### config.mk
export PLATFORM = sky130hd
export DESIGN_NAME = buzzer_tone_envelope_gen
export DESIGN_NICKNAME = d
export VERILOG_FILES = /design/src/verilog/buzzer_pkg.sv /design/src/verilog/sound_if.sv /design/src/verilog/tone_divider.sv /design/src/verilog/envelope_stepper.sv /design/src/verilog/buzzer_tone_envelope_gen.sv
export SDC_FILE = /design/constraint.sdc
export NUM_CORES = 1
export LEC_CHECK = 0
export BUFFER_PORTS_ARGS = -buffer_cell sky130_fd_sc_hd__buf_2
export CELL_PAD_IN_SITES_DETAIL_PLACEMENT = 1
export CELL_PAD_IN_SITES_GLOBAL_PLACEMENT = 1
export CORE_MARGIN = 1
export CORE_UTILIZATION = 43
export DETAILED_ROUTE_END_ITERATION = 6
export PLACE_DENSITY_LB_ADDON = 0.08
export SLEW_MARGIN = 30
export SYNTH_ARGS = -nofsm -noshare
export SYNTH_HDL_FRONTEND = slang
export SYNTH_HIERARCHICAL = 1
export SYNTH_SLANG_ARGS = --single-unit
### constraint.sdc
create_clock -name i_clock -period 6.2 [get_ports i_clock]
set_clock_uncertainty 0.05 [all_clocks]
set_input_delay 0.31 -clock i_clock [delete_from_list [all_inputs] [get_ports i_clock]]
set_output_delay 0.31 -clock i_clock [all_outputs]
set_load 0.005 [all_outputs]
### src/verilog/buzzer_pkg.sv
// constants shared by the buzzer tone and envelope generator
`default_nettype none
package buzzer_pkg;
  localparam int ADDR_W = 12;
  localparam int DATA_W = 32;
  localparam int IDX_W  = 10;
  // register indices; the byte address is four times the index
  localparam logic [IDX_W-1:0] IDX_GATE = 10'h2EC;
  localparam logic [IDX_W-1:0] IDX_TONE = 10'h2F6;
  localparam logic [IDX_W-1:0] IDX_ENV  = 10'h2F7;
  // field positions
  localparam int GATE_TRUE_BIT = 0;
  localparam int GATE_INV_BIT  = 3;
  localparam int RESTART_BIT   = 0;
  localparam int SEL_LSB       = 1;
  localparam int SEL_MSB       = 3;
  localparam int ENV_RATE_BIT  = 2;
  localparam int ENV_EN_BIT    = 3;
  // reset values
  localparam logic [2:0] SEL_RST  = 3'h0;
  localparam logic       ENV_RST  = 1'h0;
  localparam logic       RATE_RST = 1'h0;
  localparam logic       GATE_RST = 1'h0;
  // tone shaping: base period and top high time in counts
  localparam int         LVL_W       = 3;
  localparam logic [2:0] LVL_MAX     = 3'h0;
  localparam logic [2:0] LVL_MIN     = 3'h7;
  localparam int         TCNT_W      = 5;
  localparam logic [4:0] PER_16      = 5'h10;
  localparam logic [4:0] PER_20      = 5'h14;
  localparam logic [4:0] PER_24      = 5'h18;
  localparam logic [4:0] PER_28      = 5'h1C;
  localparam logic [4:0] HIGH_NARROW = 5'h08;
  localparam logic [4:0] HIGH_WIDE   = 5'h0C;
  // envelope step times
  localparam int CLK_PERIOD_NS    = 40;
  localparam int STEP_FAST_NS     = 62_500_000;
  localparam int STEP_SLOW_NS     = 125_000_000;
  localparam int STEP_FAST_CYCLES = STEP_FAST_NS / CLK_PERIOD_NS;
  localparam int STEP_SLOW_CYCLES = STEP_SLOW_NS / CLK_PERIOD_NS;
  localparam int TIMER_W          = 22;
endpackage : buzzer_pkg
`default_nettype wire

### src/verilog/sound_if.sv
// signals shared between the register side, envelope and divider
`timescale 1ns/1ps
`default_nettype none
interface sound_if;
  logic [2:0] tone_sel;
  logic [2:0] level;
  logic       osc_rise;
  logic       osc_fall;
  logic       tone_active;
  logic       env_en;
  logic       rate_sel;
  logic       restart;
  logic       tone;
  modport ctrl (output tone_sel, osc_rise, osc_fall, tone_active,
                output env_en, rate_sel, restart,
                input level, tone);
  modport env  (input tone_active, env_en, rate_sel, restart,
                output level);
  modport div  (input tone_sel, level, osc_rise, osc_fall,
                input tone_active, output tone);
endinterface : sound_if
`default_nettype wire

### src/verilog/tone_divider.sv
// tone divider with duty ratio taken from the envelope level
`timescale 1ns/1ps
`default_nettype none
module tone_divider (
  // clock and reset
  input wire logic i_clock,
  input wire logic i_rst_n,
  // shared signals
  sound_if.div     bus
);
  import buzzer_pkg::*;

  logic [TCNT_W-1:0] cnt_reg;
  logic              tone_reg;
  logic [TCNT_W-1:0] period;
  logic [TCNT_W-1:0] high;
  logic              tick;

  // ratios 8..14 count both oscillator edges, so half the period
  // with the same high counts keeps each duty fraction
  always_comb begin
    unique case (bus.tone_sel[1:0])
      2'h0: period = PER_16;
      2'h1: period = PER_20;
      2'h2: period = PER_24;
      default: period = PER_28;
    endcase
    high = (bus.tone_sel[1] ? HIGH_WIDE : HIGH_NARROW)
           - {2'h0, bus.level};
    tick = bus.osc_rise | (bus.osc_fall & ~bus.tone_sel[2]);
  end

  always_ff @(posedge i_clock or negedge i_rst_n) begin
    if (!i_rst_n) begin
      cnt_reg <= '0;
    end else if (!bus.tone_active) begin
      cnt_reg <= '0;
    end else if (tick) begin
      cnt_reg <= (cnt_reg == period - 5'h01) ? '0 : cnt_reg + 5'h01;
    end
  end

  always_ff @(posedge i_clock or negedge i_rst_n) begin
    if (!i_rst_n) begin
      tone_reg <= 1'b0;
    end else begin
      tone_reg <= bus.tone_active && (cnt_reg < high);
    end
  end

  assign bus.tone = tone_reg;
endmodule : tone_divider
`default_nettype wire

### src/verilog/envelope_stepper.sv
// stepped duty-level envelope with selectable step time
`timescale 1ns/1ps
`default_nettype none
module envelope_stepper #(
  parameter int FAST_CYCLES = buzzer_pkg::STEP_FAST_CYCLES,
  parameter int SLOW_CYCLES = buzzer_pkg::STEP_SLOW_CYCLES
) (
  // clock and reset
  input wire logic i_clock,
  input wire logic i_rst_n,
  // shared signals
  sound_if.env     bus
);
  import buzzer_pkg::*;

  logic [TIMER_W-1:0] tmr_reg;
  logic [LVL_W-1:0]   lvl_reg;
  logic               act_d_reg;
  logic [TIMER_W-1:0] last;
  logic               clear;
  logic               step_end;

  always_comb begin
    last = bus.rate_sel ? TIMER_W'(SLOW_CYCLES - 1)
                        : TIMER_W'(FAST_CYCLES - 1);
    // a fresh tone, a restart or envelope off returns to full duty
    clear = ~bus.env_en | (bus.tone_active & ~act_d_reg)
            | bus.restart;
    // at or past the end, so a switch to the fast rate mid-step
    // cannot leave the timer running round its whole range
    step_end = (tmr_reg >= last);
  end

  always_ff @(posedge i_clock or negedge i_rst_n) begin
    if (!i_rst_n) begin
      act_d_reg <= 1'b0;
    end else begin
      act_d_reg <= bus.tone_active;
    end
  end

  always_ff @(posedge i_clock or negedge i_rst_n) begin
    if (!i_rst_n) begin
      tmr_reg <= '0;
    end else if (clear || step_end) begin
      tmr_reg <= '0;
    end else begin
      tmr_reg <= tmr_reg + 22'h000001;
    end
  end

  always_ff @(posedge i_clock or negedge i_rst_n) begin
    if (!i_rst_n) begin
      lvl_reg <= LVL_MAX;
    end else if (clear) begin
      lvl_reg <= LVL_MAX;
    end else if (step_end && lvl_reg != LVL_MIN) begin
      lvl_reg <= lvl_reg + 3'h1;
    end
  end

  assign bus.level = lvl_reg;
endmodule : envelope_stepper
`default_nettype wire

### src/verilog/buzzer_tone_envelope_gen.sv
// buzzer tone generator with envelope, apb registers and pin gating
//
// Notes on behaviour
// - tone select in bits 3:1, restart bit 0; envelope bits 3,2 elsewhere
// - select codes 0..7 divide oscillator by 8,10,12,14,16,20,24,28
// - reset sets tone select to zero, dividing by eight
// - writing one to restart returns duty to maximum; reads zero
// - restart ignored while envelope off or no tone output
// - envelope enable applies stepped duty; off keeps maximum; readable
// - reset clears envelope enable
// - rate select one gives 125 ms steps, zero 62.5 ms; readable
// - full decay is seven steps: 875 ms slow, 437.5 ms fast
// - reset clears rate select, choosing fast steps
// - gate bit one passes tone to pin, zero drives low; readable
// - independent gating: bit 0 gates true pin, bit 3 inverted pin
// - shared gating: bit 0 gates both, bit 3 is plain storage
// - reset clears both gate bits, both pins low
// - inverted pin carries the logical inverse of the true tone
// - eight duty levels: high 8..1 or 12..5 counts per ratio
// - duty returns to maximum when tone output starts
// - independent or shared gating is a build-time choice
//
// Our own choice: the APB interface to the registers.
`timescale 1ns/1ps
`default_nettype none
module buzzer_tone_envelope_gen #(
  parameter bit SHARED_GATING    = 1'b0,
  parameter int FAST_STEP_CYCLES = buzzer_pkg::STEP_FAST_CYCLES,
  parameter int SLOW_STEP_CYCLES = buzzer_pkg::STEP_SLOW_CYCLES
) (
  // clock and reset
  input  wire logic                          i_clock,
  input  wire logic                          i_rst_n,
  // apb slave
  input  wire logic                          i_psel,
  input  wire logic                          i_penable,
  input  wire logic                          i_pwrite,
  input  wire logic [buzzer_pkg::ADDR_W-1:0] i_paddr,
  input  wire logic [buzzer_pkg::DATA_W-1:0] i_pwdata,
  output logic                               o_pready,
  output logic      [buzzer_pkg::DATA_W-1:0] o_prdata,
  output logic                               o_pslverr,
  // low-speed oscillator clock pin
  input  wire logic                          i_low_speed_osc_clock,
  // buzzer pins
  output logic                               o_tone_out_true,
  output logic                               o_tone_out_inv
);
  import buzzer_pkg::*;

  sound_if snd ();

  // register state
  logic [2:0]        tone_sel_reg;
  logic              env_en_reg;
  logic              rate_sel_reg;
  logic              gate_true_reg;
  logic              gate_inv_reg;
  logic [DATA_W-1:0] prdata_reg;
  logic              true_out_reg;
  logic              inv_out_reg;

  // oscillator synchroniser
  logic              osc_s1_reg;
  logic              osc_s2_reg;
  logic              osc_s3_reg;
  logic              osc_lvl_reg;
  logic              osc_agree;

  // bus decode
  logic [IDX_W-1:0]  idx;
  logic              aligned;
  logic              hit_gate;
  logic              hit_tone;
  logic              hit_env;
  logic              mapped;
  logic              setup;
  logic              access;
  logic              wr_en;
  logic [DATA_W-1:0] rd_data;

  // gating
  logic              tone_active;
  logic              true_gate;
  logic              inv_gate;

  always_comb begin
    idx      = i_paddr[ADDR_W-1:2];
    aligned  = (i_paddr[1:0] == 2'h0);
    hit_gate = aligned && (idx == IDX_GATE);
    hit_tone = aligned && (idx == IDX_TONE);
    hit_env  = aligned && (idx == IDX_ENV);
    mapped   = hit_gate | hit_tone | hit_env;
    setup    = i_psel & ~i_penable;
    access   = i_psel & i_penable;
    wr_en    = access & i_pwrite;
  end

  // zero wait states; unmapped or misaligned access answers with an error
  assign o_pready  = 1'b1;
  assign o_pslverr = access & ~mapped;
  assign o_prdata  = prdata_reg;

  // read data is captured in the setup cycle so the access phase sees
  // a flop output; unused bits and the restart strobe read as zero
  always_comb begin
    rd_data = '0;
    if (hit_gate) begin
      rd_data[GATE_TRUE_BIT] = gate_true_reg;
      rd_data[GATE_INV_BIT]  = gate_inv_reg;
    end
    if (hit_tone) begin
      rd_data[SEL_MSB:SEL_LSB] = tone_sel_reg;
      rd_data[RESTART_BIT]     = 1'b0;
    end
    if (hit_env) begin
      rd_data[ENV_EN_BIT]   = env_en_reg;
      rd_data[ENV_RATE_BIT] = rate_sel_reg;
    end
  end

  always_ff @(posedge i_clock or negedge i_rst_n) begin
    if (!i_rst_n) begin
      prdata_reg <= '0;
    end else if (setup && !i_pwrite) begin
      prdata_reg <= rd_data;
    end
  end

  // tone select
  always_ff @(posedge i_clock or negedge i_rst_n) begin
    if (!i_rst_n) begin
      tone_sel_reg <= SEL_RST;
    end else if (wr_en && hit_tone) begin
      tone_sel_reg <= i_pwdata[SEL_MSB:SEL_LSB];
    end
  end

  // envelope control
  always_ff @(posedge i_clock or negedge i_rst_n) begin
    if (!i_rst_n) begin
      env_en_reg   <= ENV_RST;
      rate_sel_reg <= RATE_RST;
    end else if (wr_en && hit_env) begin
      env_en_reg   <= i_pwdata[ENV_EN_BIT];
      rate_sel_reg <= i_pwdata[ENV_RATE_BIT];
    end
  end

  // output gate data; bit 3 is kept even when it gates nothing
  always_ff @(posedge i_clock or negedge i_rst_n) begin
    if (!i_rst_n) begin
      gate_true_reg <= GATE_RST;
      gate_inv_reg  <= GATE_RST;
    end else if (wr_en && hit_gate) begin
      gate_true_reg <= i_pwdata[GATE_TRUE_BIT];
      gate_inv_reg  <= i_pwdata[GATE_INV_BIT];
    end
  end

  // three-stage synchroniser; the level moves only when the last two
  // stages agree, which also filters a single-cycle glitch
  always_ff @(posedge i_clock or negedge i_rst_n) begin
    if (!i_rst_n) begin
      osc_s1_reg <= 1'b0;
      osc_s2_reg <= 1'b0;
      osc_s3_reg <= 1'b0;
    end else begin
      osc_s1_reg <= i_low_speed_osc_clock;
      osc_s2_reg <= osc_s1_reg;
      osc_s3_reg <= osc_s2_reg;
    end
  end

  assign osc_agree = (osc_s2_reg == osc_s3_reg);

  always_ff @(posedge i_clock or negedge i_rst_n) begin
    if (!i_rst_n) begin
      osc_lvl_reg <= 1'b0;
    end else if (osc_agree) begin
      osc_lvl_reg <= osc_s3_reg;
    end
  end

  // gating arrangement fixed at build time
  always_comb begin
    true_gate   = gate_true_reg;
    inv_gate    = SHARED_GATING ? gate_true_reg
                                : gate_inv_reg;
    tone_active = true_gate | inv_gate;
  end

  // hand-off to the envelope and divider
  assign snd.tone_sel    = tone_sel_reg;
  assign snd.osc_rise    = osc_agree & osc_s3_reg & ~osc_lvl_reg;
  assign snd.osc_fall    = osc_agree & ~osc_s3_reg & osc_lvl_reg;
  assign snd.tone_active = tone_active;
  assign snd.env_en      = env_en_reg;
  assign snd.rate_sel    = rate_sel_reg;
  // restart only counts with envelope on and a tone playing
  assign snd.restart     = wr_en & hit_tone & i_pwdata[RESTART_BIT]
                           & env_en_reg & tone_active;

  envelope_stepper #(
    .FAST_CYCLES (FAST_STEP_CYCLES),
    .SLOW_CYCLES (SLOW_STEP_CYCLES)
  ) u_env (
    .i_clock (i_clock),
    .i_rst_n (i_rst_n),
    .bus     (snd.env)
  );

  tone_divider u_div (
    .i_clock (i_clock),
    .i_rst_n (i_rst_n),
    .bus     (snd.div)
  );

  // pin drivers: a closed gate holds the pin low, never high;
  // changing a gate mid-cycle can clip a pulse
  always_ff @(posedge i_clock or negedge i_rst_n) begin
    if (!i_rst_n) begin
      true_out_reg <= 1'b0;
      inv_out_reg  <= 1'b0;
    end else begin
      true_out_reg <= true_gate & snd.tone;
      inv_out_reg  <= inv_gate & ~snd.tone;
    end
  end

  assign o_tone_out_true = true_out_reg;
  assign o_tone_out_inv  = inv_out_reg;
endmodule : buzzer_tone_envelope_gen
`default_nettype wire

==> results.json, run 1 <==
{
  "rows": 30,
  "num_vias": 2157,
  "track_usage": 0.168,
  "htree_levels": 2,
  "final_cells": 431,
  "slowest_stage": "a2111oi_1",
  "synthCells": 309,
  "antenna_cells": 0,
  "status": "complete, no violations",
  "avgSynthCellArea_sq_um": 9.94,
  "grt-ovfl-total": 0,
  "drt_pre_antenna_iters": 4,
  "worstSetupStartpointType": "register",
  "cts_resized": 0,
  "p_leak_nw": 1.52,
  "post-route-util": 0.479,
  "setup_viol": 0,
  "final.setup.tns_ns": 0,
  "grt_pass1_vias": 2141,
  "dp_hpwl_mm": 4.29,
  "routedWlPerCell_um": 13.4,
  "port_buffers": 28,
  "antenna_left": 0,
  "ys.flop_type": "dfrtp_1",
  "power_density_nw_per_um2": 175,
  "first_iter_violations": 37,
  "clkPwrFrac": 0.386,
  "place_inst": 424,
  "place.gp.congestion": 0.718,
  "power_frac_comb": 0.050,
  "drcViolationCount": 0,
  "grt_max_degree": 50,
  "fin_crit_ns": 2.83,
  "final_layout_size_suffix_gt1_frac": 0.158,
  "seq_area_frac_synth": 0.399,
  "cp_max_fo": 25,
  "p_sw_mw": 0.124,
  "clock_path_buffers": 2,
  "totalPowerFinal_mw": 0.572,
  "die_h_um": 86.5,
  "intPower_mw": 0.448,
  "ios": 86,
  "grt_pass1_wl_mm": 9.93,
  "clock-root-buffer": "clkbuf_8",
  "insertion_delay_ns": 0.29,
  "core-area_sq_um": 6830,
  "path_cells": "or2_2 > nand3_1 > nor3_1 > nand2b_1 > a2111oi_1 > o311ai_1 > and2_2 > a32o_1",
  "die_area_sq_um": 7490,
  "final-hold-violation-count": 0,
  "cts_tree": "built",
  "finalWirelength_mm": 5.78,
  "crit_type": "register to register",
  "slowest_delay_ns": 0.52,
  "syn_to_final_growth_pct": 6.39,
  "max-vdd-ir-drop_mv": 0.116,
  "drv_cap": 0,
  "arrival_ns": 2.96,
  "numClockSinks": 49,
  "ys_seq_elements": 49,
  "worst_setup_path_end_kind": "register",
  "slew_violations": 0,
  "async_flop_share": 1.00,
  "start_util": 0.450,
  "hp-class": "input pin to async pin",
  "holdBufCountCts": 0,
  "period_share": 0.456,
  "rsz0062_at_grt": "no",
  "synth_edf_count": 0,
  "maxSlewHeadroom": 0.577,
  "antenna_found_initial": 0,
  "switching_share": 0.217,
  "clk_pin_slew_ns": 0.09,
  "critPathRequiredTime_ns": 6.34,
  "syn_area_sq_um": 3070,
  "via_per_inst": 5.00,
  "cts_setup_buffers": 0,
  "synth_cell_types": 57,
  "fmax_mhz": 354,
  "cts_made_buffers": 5,
  "ys_warn_count": 6,
  "die_w_um": 86.5,
  "sequentialPowerShare": 0.564,
  "tightest_slew_ns": 0.635,
  "nNetsFinal": 408,
  "largest_reg_flops": 22
}
cell usage in the layout (no fill, tap or decap), types with 2 or more instances in the layout:
master and instances:
o31ai_1 3, dfrtp_1 49, mux2i_1 2, conb_1 29, a21o_1 4, and3_1 4
a32o_1 3, o21ai_0 4, a31oi_1 3, nor2_1 31, o21ai_1 3, nor4_2 2
nand3_1 12, nand2_1 22, a21oi_1 3, mux2_2 2, nor3_1 6, nor2b_1 4
buf_2 28, xnor2_1 12, xor2_1 11, clkbuf_8 5, nand2b_1 3, and2_1 3
nor4_1 2, mux2_1 5, nand4_1 9, ha_1 23, inv_1 16, or3b_2 2
metrics by stage:
step	setup WS (ns)	hold WS [ns]	area, sq um
after floorplan	3.82	-0.0356	3170
after global placement	2.93	0.287	3160
after detailed placement	2.96	0.293	3160
after CTS	3.16	0.0598	3270
after global routing	3.11	0.0497	3270
final	3.37	0.0591	3270
power groups by stage:
stage               Clock, mW  Combinational, mW  Sequential (mW)
global route            0.241             0.0332            0.323
detailed placement          0             0.0292            0.329
CTS                     0.231             0.0294            0.323
finish                  0.221             0.0285            0.323
global placement            0             0.0285            0.329
floorplan                   0             0.0259            0.329
path summary, 6_finish.rpt:
| kind | slack [ns] | end | cells after the start | startpoint |
|---|---|---|---|---|
| worst max register to register | 3.37 | u_env/bus.level[1] | 8 | gate_true_reg |
| worst min-delay path | 0.06 | u_div/cnt_reg[2] | 2 | i_rst_n |
| max in group asynchronous | 5.61 | u_env/tmr_reg[5] | 2 | i_rst_n |
| worst min register to register | 0.31 | osc_s2_reg | 0 | osc_s1_reg |
| min in group i_clock | 0.07 | osc_s1_reg | 1 | i_low_speed_osc_clock |
| worst max-delay path | 3.37 | u_env/bus.level[1] | 8 | gate_true_reg |
worst max-delay path, delay by kind of cell, from the launching register on:
family | cells | cell delay (ns)
flip-flops | 1 | 0.42
AND/OR/NAND/NOR | 5 | 1.20
AO/OA/AOI/OAI | 3 | 1.07
cells by family (layout without fill, tap and decap cells):
logic type,count (synthesis),count (layout),share of synthesized area
DFF,49,49,0.399
buffers and inverters,53,52,0.110
adders and majority gates,23,23,0.0936
and+or+nand+nor,115,115,0.206
muxes,9,9,0.0322
other,2,29,0.00244
AOI/OAI and AO/OA,35,35,0.0912
xor gates and xnor gates,23,23,0.0656
cells in the mapped netlist, types with 2 or more instances:
| library cell | n | share of area |
|---|---|---|
| o31ai_1 | 3 | 0.0073 |
| nor4_2 | 2 | 0.0081 |
| conb_1 | 2 | 0.0024 |
| buf_6 | 4 | 0.015 |
| nand4_1 | 9 | 0.018 |
| nand2_1 | 22 | 0.027 |
| nor2_1 | 31 | 0.038 |
| mux2_2 | 2 | 0.0073 |
| nor2b_1 | 4 | 0.0081 |
| nand3_1 | 12 | 0.020 |
| mux2i_1 | 2 | 0.0065 |
| o21ai_1 | 3 | 0.0049 |
| dfrtp_1 | 49 | 0.40 |
| mux2_1 | 5 | 0.018 |
| and2_1 | 4 | 0.0081 |
| clkbuf_1 | 4 | 0.0049 |
| a21o_1 | 4 | 0.0098 |
| or3b_2 | 2 | 0.0057 |
| o21ai_0 | 4 | 0.0065 |
| nor4_1 | 2 | 0.0041 |
| buf_4 | 29 | 0.071 |
| a31oi_1 | 3 | 0.0061 |
| nand2b_1 | 3 | 0.0061 |
| xor2_1 | 11 | 0.031 |
| nor3_1 | 6 | 0.0098 |
| a21oi_1 | 3 | 0.0049 |
| inv_1 | 16 | 0.020 |
| a32o_1 | 3 | 0.0098 |
| xnor2_1 | 12 | 0.034 |
| ha_1 | 23 | 0.094 |
| and3_1 | 4 | 0.0081 |
cell type report:
class / count / area [sq um]
clock inverter: 2 / 35.0
clock buffer: 5 / 68.8
sequential: 49 / 1230
tap: 96 / 120
timing repair buffer: 29 / 148
multi-input combinational: 234 / 1610
inverter: 16 / 60.1
fill: 818 / 3560
per-layer routing:
metal	routed length [um]	GRT usage
met1	2610	0.215
met2	3020	0.301
met3	132	0.0314
met4	23	0.0273
met5	0	0
Note: power is estimated with default switching activity, not from simulation.
==> inputs of run 2 (changes only) <==
Settings changed: ABC_AREA set to 1, CORE_UTILIZATION 43 to 35.
Clock period 6.2 ns to 2.5 ns, I/O delays scaled along.
==> run 2 against run 1 <==
  * Largest power group unchanged
  * Hold slack worse by 0.053 ns
  * Global-route usage is 0.33 points lower
  * Sequential share of layout area is 4.5 points lower
  * Largest cell class unchanged
  * Setup slack worse by 2.8 ns
  * Highest routed layer unchanged
  * Non-clock buffer count is 6 higher
  * Sequential power grew to 2.8 times the previous value
  * Core utilization is 7.6 points lower
==> results.json, run 2 <==
{
  "syn_area_sq_um": 3340,
  "numClockSinks": 49,
  "core-area_sq_um": 9240,
  "hp-class": "input pin to register",
  "final_cell_mix": "nand2_1 (81), inv_1 (53), dfrtp_1 (49), nor2_1 (47), conb_1 (29)",
  "syn_to_final_growth_pct": 11.4,
  "post_dp_cell_area_sq_um": 3560,
  "die_w_um": 99.7,
  "layout_commonest_cell": "nand2_1",
  "clock_path_buffers": 2,
  "p_leak_nw": 1.78,
  "period_share": 0.760,
  "synth_area_leaders": "dfrtp_1 (37%), nand2_1 (9.1%), ha_1 (8.6%)",
  "ys_seq_elements": 49,
  "clock-root-buffer": "clkbuf_8",
  "largest_reg_flops": 22,
  "final.setup.tns_ns": 0,
  "post-place-ws_ns": 0.571,
  "setup_slack_ns": 0.599,
  "first_iter_violations": 54,
  "antenna_cells": 0,
  "fmax_mhz": 526,
  "cp_max_fo": 6,
  "synth_top_area_frac": 0.367,
  "cts_made_buffers": 5,
  "dp_hpwl_mm": 5.81,
  "grt_max_degree": 26,
  "final_layout_size_suffix_gt1_frac": 0.174,
  "routedWlPerCell_um": 12.3,
  "post-route-util": 0.403,
  "maxSlewHeadroom": 0.596,
  "synthCells": 427,
  "fin_crit_ns": 1.90,
  "drv_cap": 0,
  "start_util": 0.361,
  "max-vdd-ir-drop_mv": 0.343,
  "path_cells": "buf_4 > ha_1 > nand2_1 > nor2_1 > nand2_1 > nor2_1 > nand2_1 > nand3_1 > nand2_1 > nand3_1 > nand2_1",
  "slowest_delay_ns": 0.38,
  "tightest_slew_ns": 0.607,
  "final_area_sq_um": 3720,
  "worstSetupStartpointType": "register",
  "cts_tree": "built",
  "synth.most_common_cell": "nand2_1",
  "grt_pass1_vias": 2706,
  "synth_edf_count": 0,
  "yosysTopAreaCell": "dfrtp_1",
  "grt-ovfl-total": 0,
  "crit_type": "register to register",
  "critical_path.most_common_cell": "nand2_1",
  "die_h_um": 99.7,
  "ys_warn_count": 6,
  "finalWirelength_mm": 7.29,
  "cts_setup_buffers": 0,
  "drcViolationCount": 0,
  "die_area_sq_um": 9940,
  "seq_area_frac_synth": 0.367,
  "ys.flop_type": "dfrtp_1",
  "track_usage": 0.165,
  "htree_levels": 2,
  "critPathRequiredTime_ns": 2.66,
  "via_per_inst": 4.44,
  "grt_pass1_wl_mm": 12.8,
  "worst_setup_path_end_kind": "register",
  "final-hold-violation-count": 0,
  "antenna_left": 0,
  "insertion_delay_ns": 0.31,
  "cts_resized": 0,
  "setup_viol": 0,
  "status": "complete, no violations",
  "fill_cells": 1131,
  "synth_cell_types": 31,
  "slowest_stage": "dfrtp_1",
  "port_buffers": 28,
  "drt_pre_antenna_iters": 4,
  "arrival_ns": 2.06,
  "num_vias": 2641,
  "synthTopCellsByCount": "nand2_1 (81), inv_1 (53), dfrtp_1 (49), nor2_1 (47), buf_4 (30)",
  "ios": 86,
  "antenna_found_initial": 0,
  "slew_violations": 0,
  "async_flop_share": 1.00,
  "avgSynthCellArea_sq_um": 7.82,
  "nNetsFinal": 538,
  "power_density_nw_per_um2": 492,
  "rsz0062_at_grt": "no",
  "clk_pin_slew_ns": 0.10,
  "rows": 35,
  "place.gp.congestion": 0.790
}
[run 2: changes by cell type after synthesis, sizes merged, moves of 7 or more]
cell	change
mux2	-7
nor2	+36
inv	+44
xnor2	-7
nand2	+67
o21ai	+11
a21oi	+7
nand3	+19
[run 2: final timing paths]
kind | slack (ns) | end | depth (start not counted) | start
hold reg to reg | 0.31 | osc_s2_reg | 0 | osc_s1_reg
setup reg to reg | 0.60 | u_env/bus.level[1] | 11 | rate_sel_reg
min in group asynchronous | 0.30 | u_env/bus.level[2] | 2 | i_rst_n
max in group asynchronous | 1.56 | u_env/tmr_reg[11] | 3 | i_rst_n
setup / recovery | 0.60 | u_env/bus.level[1] | 11 | rate_sel_reg
hold / removal | 0.006 | gate_true_reg | 3 | i_pwdata[0]
[run 2: timing repair]
| item | 4_1_cts | 5_1_grt |
|---|---|---|
| endpoints found under the setup margin | 0 | 0 |
| hold endpoints to repair | 27 | 0 |
| hold buffers | 4 | 0 |
[run 2: metrics by stage]
stage	power [mW]	std cells	hold slack, ns
6_report	1.83	595	0.00576
5_1_grt	1.95	595	0.00671
4_1_cts	1.87	595	0.00412
3_5_place_dp	1.23	583	0.130
3_3_place_gp	1.22	583	0.131
2_1_floorplan	1.15	454	-0.221
[run 2: report_power, final]
part | switching [mW] | internal (mW)
sequential | 0.0611 | 0.853
clock | 0.289 | 0.326
combinational | 0.173 | 0.128
[run 2: final cells by class]
type                    count  area [sq um]  share of cell area
well taps                 129           161              0.0434
clock buffers               6          82.6              0.0222
inverters                  62           233              0.0626
repair buffers             35           228              0.0612
flip-flops and latches     49          1230               0.330
multi-input cells         312          1750               0.471
clock inverters             2          37.5              0.0101
[run 2: worst max-delay path, delay by kind of cell, from the launching register on]
kind,cells,cell delay [ns]
buffers and inverters,1,0.16
DFF,1,0.38
adders and majority gates,1,0.30
and+or+nand+nor,9,0.92
[run 2: cells by family after synthesis]
| group | synth area share |
|---|---|
| AOI/OAI and AO/OA | 0.0506 |
| xor gates and xnor gates | 0.0446 |
| adders and majority gates | 0.0862 |
| buffers and inverters | 0.139 |
| DFF | 0.367 |
| other | 0.00225 |
| and+or+nand+nor | 0.311 |
[run 2: metal layers]
| layer | up-vias | track usage | part of all wire |
|---|---|---|---|
| met4 | 0 | 0.0486 | 0.010 |
| li1 | 1363 | - | - |
| met1 | 1229 | 0.220 | 0.50 |
| met5 | - | 0 | 0 |
| met2 | 44 | 0.273 | 0.46 |
| met3 | 5 | 0.0295 | 0.026 |
